File: src/verilog/cen_pkg.sv
// Functional notes
// RULE1: Enabled input lines 1-4 report configured edges.
// RULE2: Enabled pulse starts on lines 3-6 report.
// RULE3: Queue overrun disables all events, reports once.
// RULE4: Host re-enables events; device keeps them off.
// RULE5: One setting per type, chosen by index.
// RULE6: Setting on reports every occurrence.
// RULE7: Legacy setting also reports, legacy format.
// RULE8: Per-line choice: rising, falling or either edge.
// RULE9: Edge choice for inputs; outputs report pulses.
// RULE10: Enabled capture begin is reported.
// RULE11: Enabled capture finish is reported.
// RULE12: Image open and image close are reported.
// RULE13: Accepted image trigger is reported.
// RULE14: Rejected image trigger reported, starts nothing.
// RULE15: Rejected row trigger reported, starts nothing.
// RULE16: Postponed row trigger reported instead.
// RULE17: Dropped image for lack of memory reported.
// RULE18: Tally per type, view chosen by index.
// RULE19: Each message stamped with 64-bit time.
// RULE20: Clear command zeroes only the viewed tally.
// RULE21: Tallies count always and saturate.
package cen_pkg;
    localparam int NT = 18;
    localparam int TW = 5;
    localparam int TALLY_W = 32;
    localparam int STAMP_W = 64;
    localparam int NPIN = 4;
    // Event type indices.
    localparam int EV_CAP_BEGIN = 0;
    localparam int EV_CAP_FINISH = 1;
    localparam int EV_IMG_OPEN = 2;
    localparam int EV_IMG_CLOSE = 3;
    localparam int EV_ACC_IMG = 4;
    localparam int EV_REJ_IMG = 5;
    localparam int EV_DROPPED = 6;
    localparam int EV_REJ_ROW = 7;
    localparam int EV_POST_ROW = 8;
    localparam int EV_PIN1 = 9;
    localparam int EV_PULSE3 = 13;
    localparam int EV_OVR = 17;
    // Notification settings.
    localparam logic [1:0] SET_OFF = 2'h0;
    localparam logic [1:0] SET_ON = 2'h1;
    localparam logic [1:0] SET_LEGACY = 2'h2;
    // Edge choices.
    localparam logic [1:0] EDGE_UP = 2'h0;
    localparam logic [1:0] EDGE_DOWN = 2'h1;
    localparam logic [1:0] EDGE_EITHER = 2'h2;
    // Register byte offsets.
    localparam logic [7:0] ADDR_NOTIFY_SEL = 8'h00;
    localparam logic [7:0] ADDR_NOTIFY_SET = 8'h04;
    localparam logic [7:0] ADDR_PIN_CFG = 8'h08;
    localparam logic [7:0] ADDR_VIEW_SEL = 8'h0C;
    localparam logic [7:0] ADDR_TALLY = 8'h10;
    localparam logic [7:0] ADDR_PENDING = 8'h14;
    // Field positions in the pin configuration register.
    localparam int PIN_EDGE_LSB = 0;
    localparam int PIN_DIR_LSB = 8;
    // Reset values and the tally saturation limit.
    localparam logic [11:0] RST_PIN_CFG = 12'h000;
    localparam logic [4:0] RST_SEL = 5'h00;
    localparam logic [1:0] RST_SETTING = 2'h0;
    localparam logic [TALLY_W-1:0] TALLY_MAX = 32'hFFFFFFFF;
endpackage

File: src/verilog/cen_tally_if.sv
`timescale 1ns/1ps
`default_nettype none
// Occurrence pulses in, viewed tally out.
interface cen_tally_if;
    import cen_pkg::*;
    logic [NT-1:0] hit;
    logic [TW-1:0] view;
    logic clr;
    logic [TALLY_W-1:0] tally;
    modport core (output hit, output view, output clr, input tally);
    modport cnt (input hit, input view, input clr, output tally);
endinterface
`default_nettype wire

File: src/verilog/cen_notifier.sv
// Added by the designer: the Wishbone interface to the registers and the register offsets.
`timescale 1ns/1ps
`default_nettype none
module cen_notifier
    import cen_pkg::*;
(
    input wire logic sys_clk,
    input wire logic rst_n,
    input wire logic wb_cyc_i,
    input wire logic wb_stb_i,
    input wire logic wb_we_i,
    input wire logic [7:0] wb_adr_i,
    input wire logic [3:0] wb_sel_i,
    input wire logic [31:0] wb_dat_i,
    output logic [31:0] wb_dat_o,
    output logic wb_ack_o,
    input wire logic capture_begin_event,
    input wire logic capture_finish_event,
    input wire logic image_open_event,
    input wire logic image_close_event,
    input wire logic accepted_image_trig,
    input wire logic rejected_image_trig,
    input wire logic image_dropped_event,
    input wire logic rejected_row_trig,
    input wire logic postponed_row_trig,
    input wire logic [NPIN-1:0] io_pin_level,
    input wire logic pin_three_pulse_begin,
    input wire logic pin_four_pulse_begin,
    input wire logic pin_five_pulse_begin,
    input wire logic pin_six_pulse_begin,
    input wire logic [STAMP_W-1:0] time_counter_reading,
    input wire logic msg_ready,
    output logic msg_valid,
    output logic [TW-1:0] msg_type,
    output logic [STAMP_W-1:0] msg_stamp,
    output logic msg_legacy
);
    // Bus state.
    logic ack_q;
    logic [31:0] rdat_q;
    // Configuration.
    logic [TW-1:0] notify_type_index_q;
    logic [TW-1:0] counter_view_index_q;
    logic [1:0] pin_edge_choice_q [NPIN];
    logic [NPIN-1:0] pin_out_q;
    logic [1:0] notify_setting_q [NT];
    // Pin synchronisers and filtered level.
    logic [NPIN-1:0] pin_s1_q, pin_s2_q, pin_s3_q, pin_lvl_q;
    // Pending messages, their stamps and formats.
    logic [NT-1:0] pend_q;
    logic [STAMP_W-1:0] stamp_q [NT];
    logic [NT-1:0] leg_q;
    // Message slot towards the control channel.
    logic mv_q;
    logic [TW-1:0] mtype_q;
    logic [STAMP_W-1:0] mstamp_q;
    logic mleg_q;

    cen_tally_if tif ();

    // Bus decoding; every access is answered one cycle later.
    wire acc = wb_cyc_i && wb_stb_i && !ack_q;
    wire wr = acc && wb_we_i;
    wire wr_sel = wr && wb_adr_i == ADDR_NOTIFY_SEL && wb_sel_i[0];
    wire wr_set = wr && wb_adr_i == ADDR_NOTIFY_SET && wb_sel_i[0];
    wire wr_pin = wr && wb_adr_i == ADDR_PIN_CFG;
    wire wr_view = wr && wb_adr_i == ADDR_VIEW_SEL && wb_sel_i[0];
    wire wr_clr = wr && wb_adr_i == ADDR_TALLY;
    wire [1:0] set_wval = wb_dat_i[1:0];
    wire set_valid = set_wval != 2'h3;

    // Byte-lane merge of the pin configuration register.
    wire [11:0] pin_cur;
    wire [11:0] pin_mask = {{4{wb_sel_i[1]}}, {8{wb_sel_i[0]}}};
    wire [11:0] pin_new = (pin_cur & ~pin_mask) | (wb_dat_i[11:0] & pin_mask);

    // Raw conditions from the rest of the camera.
    wire [NPIN-1:0] pin_evt;
    wire [NT-1:0] raw;
    assign raw[EV_CAP_BEGIN] = capture_begin_event; // RULE10
    assign raw[EV_CAP_FINISH] = capture_finish_event; // RULE11
    assign raw[EV_IMG_OPEN] = image_open_event; // RULE12
    assign raw[EV_IMG_CLOSE] = image_close_event; // RULE12
    assign raw[EV_ACC_IMG] = accepted_image_trig; // RULE13
    assign raw[EV_REJ_IMG] = rejected_image_trig; // RULE14
    assign raw[EV_DROPPED] = image_dropped_event; // RULE17
    assign raw[EV_REJ_ROW] = rejected_row_trig; // RULE15
    assign raw[EV_POST_ROW] = postponed_row_trig; // RULE16
    assign raw[EV_PIN1+NPIN-1:EV_PIN1] = pin_evt; // RULE1
    assign raw[EV_PULSE3] = pin_three_pulse_begin; // RULE2
    assign raw[EV_PULSE3+1] = pin_four_pulse_begin; // RULE2
    assign raw[EV_PULSE3+2] = pin_five_pulse_begin; // RULE2
    assign raw[EV_PULSE3+3] = pin_six_pulse_begin; // RULE2
    assign raw[EV_OVR] = 1'b0;

    // Per-line edge detection and configuration view.
    for (genvar g = 0; g < NPIN; g++) begin : g_pin
        wire agree = pin_s2_q[g] == pin_s3_q[g];
        wire rise = agree && pin_s3_q[g] && !pin_lvl_q[g];
        wire fall = agree && !pin_s3_q[g] && pin_lvl_q[g];
        wire [1:0] ch = pin_edge_choice_q[g];
        wire take = (ch == EDGE_UP) ? rise : (ch == EDGE_DOWN) ? fall : (rise || fall); // RULE8
        assign pin_evt[g] = take && !pin_out_q[g]; // RULE9
        assign pin_cur[PIN_EDGE_LSB+2*g +: 2] = pin_edge_choice_q[g];
        assign pin_cur[PIN_DIR_LSB+g] = pin_out_q[g];
    end

    // Which types may report, and what the occurrence of each does.
    wire [NT-1:0] enabled;
    wire [NT-1:0] legacy_now;
    for (genvar i = 0; i < NT; i++) begin : g_en
        assign enabled[i] = notify_setting_q[i] != SET_OFF; // RULE5
        assign legacy_now[i] = notify_setting_q[i] == SET_LEGACY; // RULE7
    end
    wire [NT-1:0] fire = raw & enabled; // RULE6

    // Arbiter: the highest pending index wins, so the overrun goes first.
    logic [TW-1:0] pick_idx;
    logic pick_any;
    always_comb begin
        pick_idx = '0;
        pick_any = 1'b0;
        for (int i = 0; i < NT; i++) begin
            if (pend_q[i]) begin
                pick_idx = TW'(i);
                pick_any = 1'b1;
            end
        end
    end
    wire load = pick_any && (!mv_q || msg_ready);
    wire [NT-1:0] drain = load ? ({{(NT-1){1'b0}}, 1'b1} << pick_idx) : '0;

    // A second occurrence while the first is still waiting overruns the queue.
    wire ovf = |(fire & pend_q & ~drain); // RULE3
    wire [NT-1:0] ovr_bit = {1'b1, {(NT-1){1'b0}}};
    // A new occurrence beats the drain of the same entry.
    wire [NT-1:0] pend_d = (pend_q & ~drain) | fire | (ovf ? ovr_bit : '0);

    // A selector past the last type reads as off rather than an unknown value.
    wire [1:0] set_rd = (notify_type_index_q < TW'(NT)) ?
        notify_setting_q[notify_type_index_q] : 2'h0;

    // Read selection; unmapped offsets read as zero.
    wire [31:0] rd_val =
        (wb_adr_i == ADDR_NOTIFY_SEL) ? {27'h0, notify_type_index_q} :
        (wb_adr_i == ADDR_NOTIFY_SET) ? {30'h0, set_rd} :
        (wb_adr_i == ADDR_PIN_CFG) ? {20'h0, pin_cur} :
        (wb_adr_i == ADDR_VIEW_SEL) ? {27'h0, counter_view_index_q} :
        (wb_adr_i == ADDR_TALLY) ? tif.tally :
        (wb_adr_i == ADDR_PENDING) ? {14'h0, pend_q} : 32'h0;

    // Counters see every condition, including the overrun itself.
    assign tif.hit = raw | (ovf ? ovr_bit : '0); // RULE21
    assign tif.view = counter_view_index_q; // RULE18
    assign tif.clr = wr_clr; // RULE20

    cen_tally u_tally (
        .sys_clk(sys_clk),
        .rst_n(rst_n),
        .tif(tif)
    );

    // Bus answer, registered.
    always_ff @(posedge sys_clk) begin
        if (!rst_n) begin
            ack_q <= 1'b0;
            rdat_q <= 32'h0;
        end else begin
            ack_q <= acc;
            rdat_q <= acc ? rd_val : 32'h0;
        end
    end

    // Selectors and pin configuration.
    always_ff @(posedge sys_clk) begin
        if (!rst_n) begin
            notify_type_index_q <= RST_SEL;
            counter_view_index_q <= RST_SEL;
            for (int g = 0; g < NPIN; g++) begin
                pin_edge_choice_q[g] <= RST_PIN_CFG[PIN_EDGE_LSB+2*g +: 2];
            end
            pin_out_q <= RST_PIN_CFG[PIN_DIR_LSB +: NPIN];
        end else begin
            if (wr_sel) notify_type_index_q <= wb_dat_i[TW-1:0];
            if (wr_view) counter_view_index_q <= wb_dat_i[TW-1:0];
            if (wr_pin) begin
                for (int g = 0; g < NPIN; g++) begin
                    pin_edge_choice_q[g] <= pin_new[PIN_EDGE_LSB+2*g +: 2];
                end
                pin_out_q <= pin_new[PIN_DIR_LSB +: NPIN];
            end
        end
    end

    // Settings: an overrun turns every type off and wins over a write,
    // so nothing comes back on until software writes it again.
    always_ff @(posedge sys_clk) begin
        if (!rst_n) begin
            for (int i = 0; i < NT; i++) notify_setting_q[i] <= RST_SETTING;
        end else if (ovf) begin
            for (int i = 0; i < NT; i++) notify_setting_q[i] <= SET_OFF; // RULE3 RULE4
        end else if (wr_set && set_valid && notify_type_index_q < TW'(NT)) begin
            notify_setting_q[notify_type_index_q] <= set_wval; // RULE5
        end
    end

    // Three-stage pin sampling; the level moves once stages two and three agree.
    always_ff @(posedge sys_clk) begin
        if (!rst_n) begin
            pin_s1_q <= '0;
            pin_s2_q <= '0;
            pin_s3_q <= '0;
            pin_lvl_q <= '0;
        end else begin
            pin_s1_q <= io_pin_level;
            pin_s2_q <= pin_s1_q;
            pin_s3_q <= pin_s2_q;
            for (int g = 0; g < NPIN; g++) begin
                if (pin_s2_q[g] == pin_s3_q[g]) pin_lvl_q[g] <= pin_s3_q[g];
            end
        end
    end

    // Pending entries capture time and format at the moment they occur.
    always_ff @(posedge sys_clk) begin
        if (!rst_n) begin
            pend_q <= '0;
            leg_q <= '0;
            for (int i = 0; i < NT; i++) stamp_q[i] <= '0;
        end else begin
            pend_q <= pend_d;
            for (int i = 0; i < NT; i++) begin
                if (fire[i] && !(pend_q[i] && !drain[i])) begin
                    stamp_q[i] <= time_counter_reading; // RULE19
                    leg_q[i] <= legacy_now[i]; // RULE7
                end
            end
            if (ovf) begin
                stamp_q[EV_OVR] <= time_counter_reading; // RULE19
                leg_q[EV_OVR] <= legacy_now[EV_OVR];
            end
        end
    end

    // Message slot: holds until the channel takes it.
    always_ff @(posedge sys_clk) begin
        if (!rst_n) begin
            mv_q <= 1'b0;
            mtype_q <= '0;
            mstamp_q <= '0;
            mleg_q <= 1'b0;
        end else if (load) begin
            mv_q <= 1'b1;
            mtype_q <= pick_idx;
            mstamp_q <= stamp_q[pick_idx];
            mleg_q <= leg_q[pick_idx];
        end else if (msg_ready) begin
            mv_q <= 1'b0;
        end
    end

    assign wb_ack_o = ack_q;
    assign wb_dat_o = rdat_q;
    assign msg_valid = mv_q;
    assign msg_type = mtype_q;
    assign msg_stamp = mstamp_q;
    assign msg_legacy = mleg_q;
endmodule
`default_nettype wire

File: src/verilog/cen_tally.sv
`timescale 1ns/1ps
`default_nettype none
module cen_tally
    import cen_pkg::*;
(
    input wire logic sys_clk,
    input wire logic rst_n,
    cen_tally_if.cnt tif
);
    logic [TALLY_W-1:0] cnt_q [NT];

    // Saturating counters; a clear on the viewed entry beats a hit.
    for (genvar i = 0; i < NT; i++) begin : g_cnt
        always_ff @(posedge sys_clk) begin
            if (!rst_n) begin
                cnt_q[i] <= '0;
            end else if (tif.clr && tif.view == TW'(i)) begin
                cnt_q[i] <= '0; // RULE20
            end else if (tif.hit[i] && cnt_q[i] != TALLY_MAX) begin
                cnt_q[i] <= cnt_q[i] + 1'b1; // RULE21
            end
        end
    end

    // Out-of-range view reads as zero.
    assign tif.tally = (tif.view < TW'(NT)) ? cnt_q[tif.view] : '0; // RULE18
endmodule
`default_nettype wire

File: config.mk
export PLATFORM = sky130hd
export DESIGN_NAME = cen_notifier
export DESIGN_NICKNAME = d
export VERILOG_FILES = /design/src/verilog/cen_pkg.sv /design/src/verilog/cen_tally_if.sv /design/src/verilog/cen_notifier.sv /design/src/verilog/cen_tally.sv
export SDC_FILE = /design/constraint.sdc
export NUM_CORES = 2
export LEC_CHECK = 0
export BUFFER_PORTS_ARGS = -buffer_cell sky130_fd_sc_hd__buf_2
export CAP_MARGIN = 20
export CORE_ASPECT_RATIO = 1.4
export CORE_MARGIN = 2
export CORE_UTILIZATION = 37
export CTS_BUF_LIST = sky130_fd_sc_hd__clkbuf_8
export DETAILED_ROUTE_END_ITERATION = 8
export PLACE_DENSITY = 0.58
export SLEW_MARGIN = 15
export SYNTH_ARGS = -nofsm -noshare
export SYNTH_HDL_FRONTEND = slang
export SYNTH_SLANG_ARGS = --single-unit
File: constraint.sdc
create_clock -name sys_clk -period 9.9 [get_ports sys_clk]
set_clock_uncertainty 0.05 [all_clocks]
set_input_delay 1.98 -clock sys_clk [delete_from_list [all_inputs] [get_ports sys_clk]]
set_output_delay 1.98 -clock sys_clk [all_outputs]
set_load 0.1 [all_outputs]
==> run_results.csv <==
group,metric,value,unit
logic_synthesis,synth_edf_count,1800,
die,die_h,608,um
sta,timing.hold.ws,0.408,ns
logic_synthesis,syn_inst,8244,
clock_tree,cts_tree,"yes",
clock_tree,clock_path_buffers,4,
global_route,grt_max_degree,200,
global_route,grt_use_met1,28.7,%
logic_synthesis,synth_area_per_cell,11.7,um2
global_route,grt-busiest-layer,"met2",
power,power.density,259,nW/um2
logic_synthesis,ys_seq_area_share,59.8,%
sta,drv_slew,0,
setup_path,cp.arrival,6.48,ns
setup_path,end_kind,"flop",
setup_path,path_max_fanout,65,
setup_path,critical-path-top-delay-family,"compound AO/OA/AOI/OAI gates",
setup_path,r2r-start,"pend_q[17]",
global_route,grt_pass1_wl,479000,um
logic_synthesis,synth_top_family_by_area,"simple AND/OR/NAND/NOR gates",
sta,period_needed,5.87,ns
global_route,grtUsageTotal,24.5,%
clock_tree,cts_buffers,332,
routing,wl_per_cell,27.8,um
logic_synthesis,synth_xor_area_share,4.85,%
outcome,status,"finished, violations left",
finish,fin_area,107000,um2
sta,finalCritPeriodShare,59.2,%
setup_path,cp_data_required_time,10.51,ns
worst_hold_path,hold_path_class,"flop to flop",
clock_tree,cts-resized-gates,0,
run,cap_viol_max_count,0,
clock_tree,cts_setup_buffers,0,
die,num_rows,221,
setup_path,path_buf_inv,2,
sta,clock.fmax,170,MHz
place,post-place-ws,3.51,ns
place,io_buffer_count,212,
logic_synthesis,muxShareOfSynthArea,6.61,%
routing,drt-initial-drc-count,7690,
die,initial_utilization,37.2,%
sta,finalHoldViolCount,0,
die,die_area,265000,um2
routing,drc,3,
finish,seqCellArea,57700,um2
clock_tree,insertion_delay,1.00,ns
logic_synthesis,postSynth.asyncResetShare,0,%
global_route,grt-ovfl-total,0,
routing,num_vias,69600,
worst_hold_path,hp-start,"leg_q[16]",
routing,first_pass_iters,9,
sta,tightest_slew,1.26,ns
finish,num-fill-cells,24400,
logic_synthesis,ys_seq_elements,1980,
setup_path,path_cells,"or2_1 -> nor3_1 -> a32o_4 -> buf_4 -> a41oi_1 -> a211oi_2 -> nand4_4 -> buf_4 -> o21bai_1",
finish,layout_commonest_cell,"edfxtp_1",
sta,final.setup.tns,0,ns
finish,fin_nets,8481,
logic_synthesis,synth_compound_area_share,6.05,%
clock_tree,htreeDepth,5,
outcome,failed_checks,"DRC",
routing,ant_nets,0,
sta,slew_headroom,15.7,%
setup_path,critPathLaunchType,"flop",
die,core_area,259000,um2
place,dp_hpwl,200000,um
clock_tree,cts_num_sinks,1980,
global_route,gr-usage-met2,41.8,%
routing,vias_per_cell,5.77,
global_route,grt_pass1_vias,69300,
finish,layout_common_cells,"edfxtp_1, nor2_1, nand2_1",
power,power_leakage,39.9,nW
setup_path,path_class,"flop to flop",
setup_path,crit_path_max_incr_delay,0.76,ns
logic_synthesis,yosys.area_share.adder,0.337,%
logic_synthesis,yosys_warnings,0,
global_route,grt_use_met3,4.73,%
setup_path,timing.critical_path.mode_cell,"buf_4",
die,fp.dieW,436,um
finish,syn_to_final_growth,11.4,%
logic_synthesis,synth_area,96500,um2
sta,worst_slack,4.03,ns
logic_synthesis,synth-simple-area-share,19.6,%
clock_tree,cts_root_buf,"clkbuf_8",
sta,rsz0062_at_grt,"false",
logic_synthesis,synth.distinct_cells,76,
place,place_area,101000,um2
finish,multi_input_area,36700,um2
clock_tree,clkSlewWorstSetupHoldPaths,0.06,ns
global_route,antenna_found_initial,43,
logic_synthesis,synthFlopType,"edfxtp_1",
clock_tree,hold_buffers,0,
power,vdd_drop_max,383,uV
setup_path,crit_path_top_delay_cell,"buf_4",
setup_path,cp-startpoint,"pend_q[17]",
sta,setup_viol,0,
place,gp_congestion,0.913,
finish,drive_above_1_share,12.4,%
die,boundaryPins,235,
routing,drt_wl_total,336000,um
synth_stat cells, types with 44 or more instances:
master	instances	share of area (%)
edfxtp_1	1800	56
nor2_1	851	3.3
nand2_1	788	3.1
and3_1	666	4.3
and2_1	597	3.9
clkbuf_1	553	2.2
nand3_1	410	2.1
xor2_1	320	2.9
mux2i_1	232	2.4
xnor2_1	214	1.9
o21ai_0	182	0.94
dfxtp_1	180	3.7
mux4_2	180	4.2
a21oi_1	129	0.67
nand4_1	125	0.81
a221oi_1	110	1.0
nor3_1	99	0.51
inv_1	89	0.35
a221o_1	68	0.71
o211ai_1	61	0.47
a31oi_1	51	0.33
and4_1	50	0.45
buf_1	44	0.17
area by class of cell:
class,count,share of cell area (%)
antenna,24,0.0559
clock buffer,373,4.78
clock inverter,226,1.08
inverter,90,0.317
multi-input combinational,5575,34.1
sequential,1980,53.7
tap,3456,4.02
timing repair buffer,345,1.98
worst reg2reg max path, cell delays in order (launching register included):
cell and delay (ns):
dfxtp_4 0.60, or2_1 0.48, nor3_1 0.46, a32o_4 0.63, buf_4 0.77, a41oi_1 0.34, a211oi_2 0.47, nand4_4 0.71
buf_4 0.62, o21bai_1 0.47
final timing paths:
check	endpoint	slack, ns	cells past startpoint
setup / recovery	notify_setting_q[1][0]	4.03	9
hold / removal	leg_q[16]	0.41	2
setup reg to reg	notify_setting_q[1][0]	4.03	9
hold reg to reg	leg_q[16]	0.41	2
flip-flops by register name, summed over array words and instances (netlist names), 4 cells and up, named ones only:
| signal | count |
|---|---|
| msg_stamp | 64 |
| pin_lvl_q | 4 |
| pin_edge_choice_q | 8 |
| msg_type | 5 |
| leg_q | 18 |
| stamp_q | 1152 |
| pend_q | 18 |
| notify_type_index_q | 5 |
| pin_s3_q | 4 |
| pin_s1_q | 4 |
| u_tally.cnt_q | 576 |
| counter_view_index_q | 5 |
| wb_dat_o | 32 |
| notify_setting_q | 64 |
| pin_s2_q | 4 |
metrics by stage:
stage	utilization (%)	instances	total power, mW
2_1_floorplan	-	8271	16.8
3_3_place_gp	39.0	11400	20.5
3_5_place_dp	39.0	11400	20.6
4_1_cts	41.5	12000	27.8
5_1_grt	41.5	12100	28.7
6_report	41.5	12100	27.8
logic make-up after synthesis:
group / count (synthesis)
flip-flops: 1980
buffers and inverters: 716
XOR/XNOR: 534
AO/OA/AOI/OAI: 838
multiplexers: 412
adder cells (fa/ha/maj): 26
other: 1
AND/OR/NAND/NOR: 3737
per-layer routing:
metal | part of all wire [%] | routed length [um]
met1 | 36 | 122000
met5 | 0.037 | 123
met2 | 49 | 164000
met3 | 8.6 | 28800
met4 | 6.1 | 20500
report_power, final:
| group | internal, mW | total [mW] | switching [mW] |
|---|---|---|---|
| sequential | 10.7 | 11.4 | 0.724 |
| combinational | 2.25 | 9.21 | 6.97 |
| clock | 3.62 | 7.15 | 3.53 |
(Power assumes the default switching activity.)
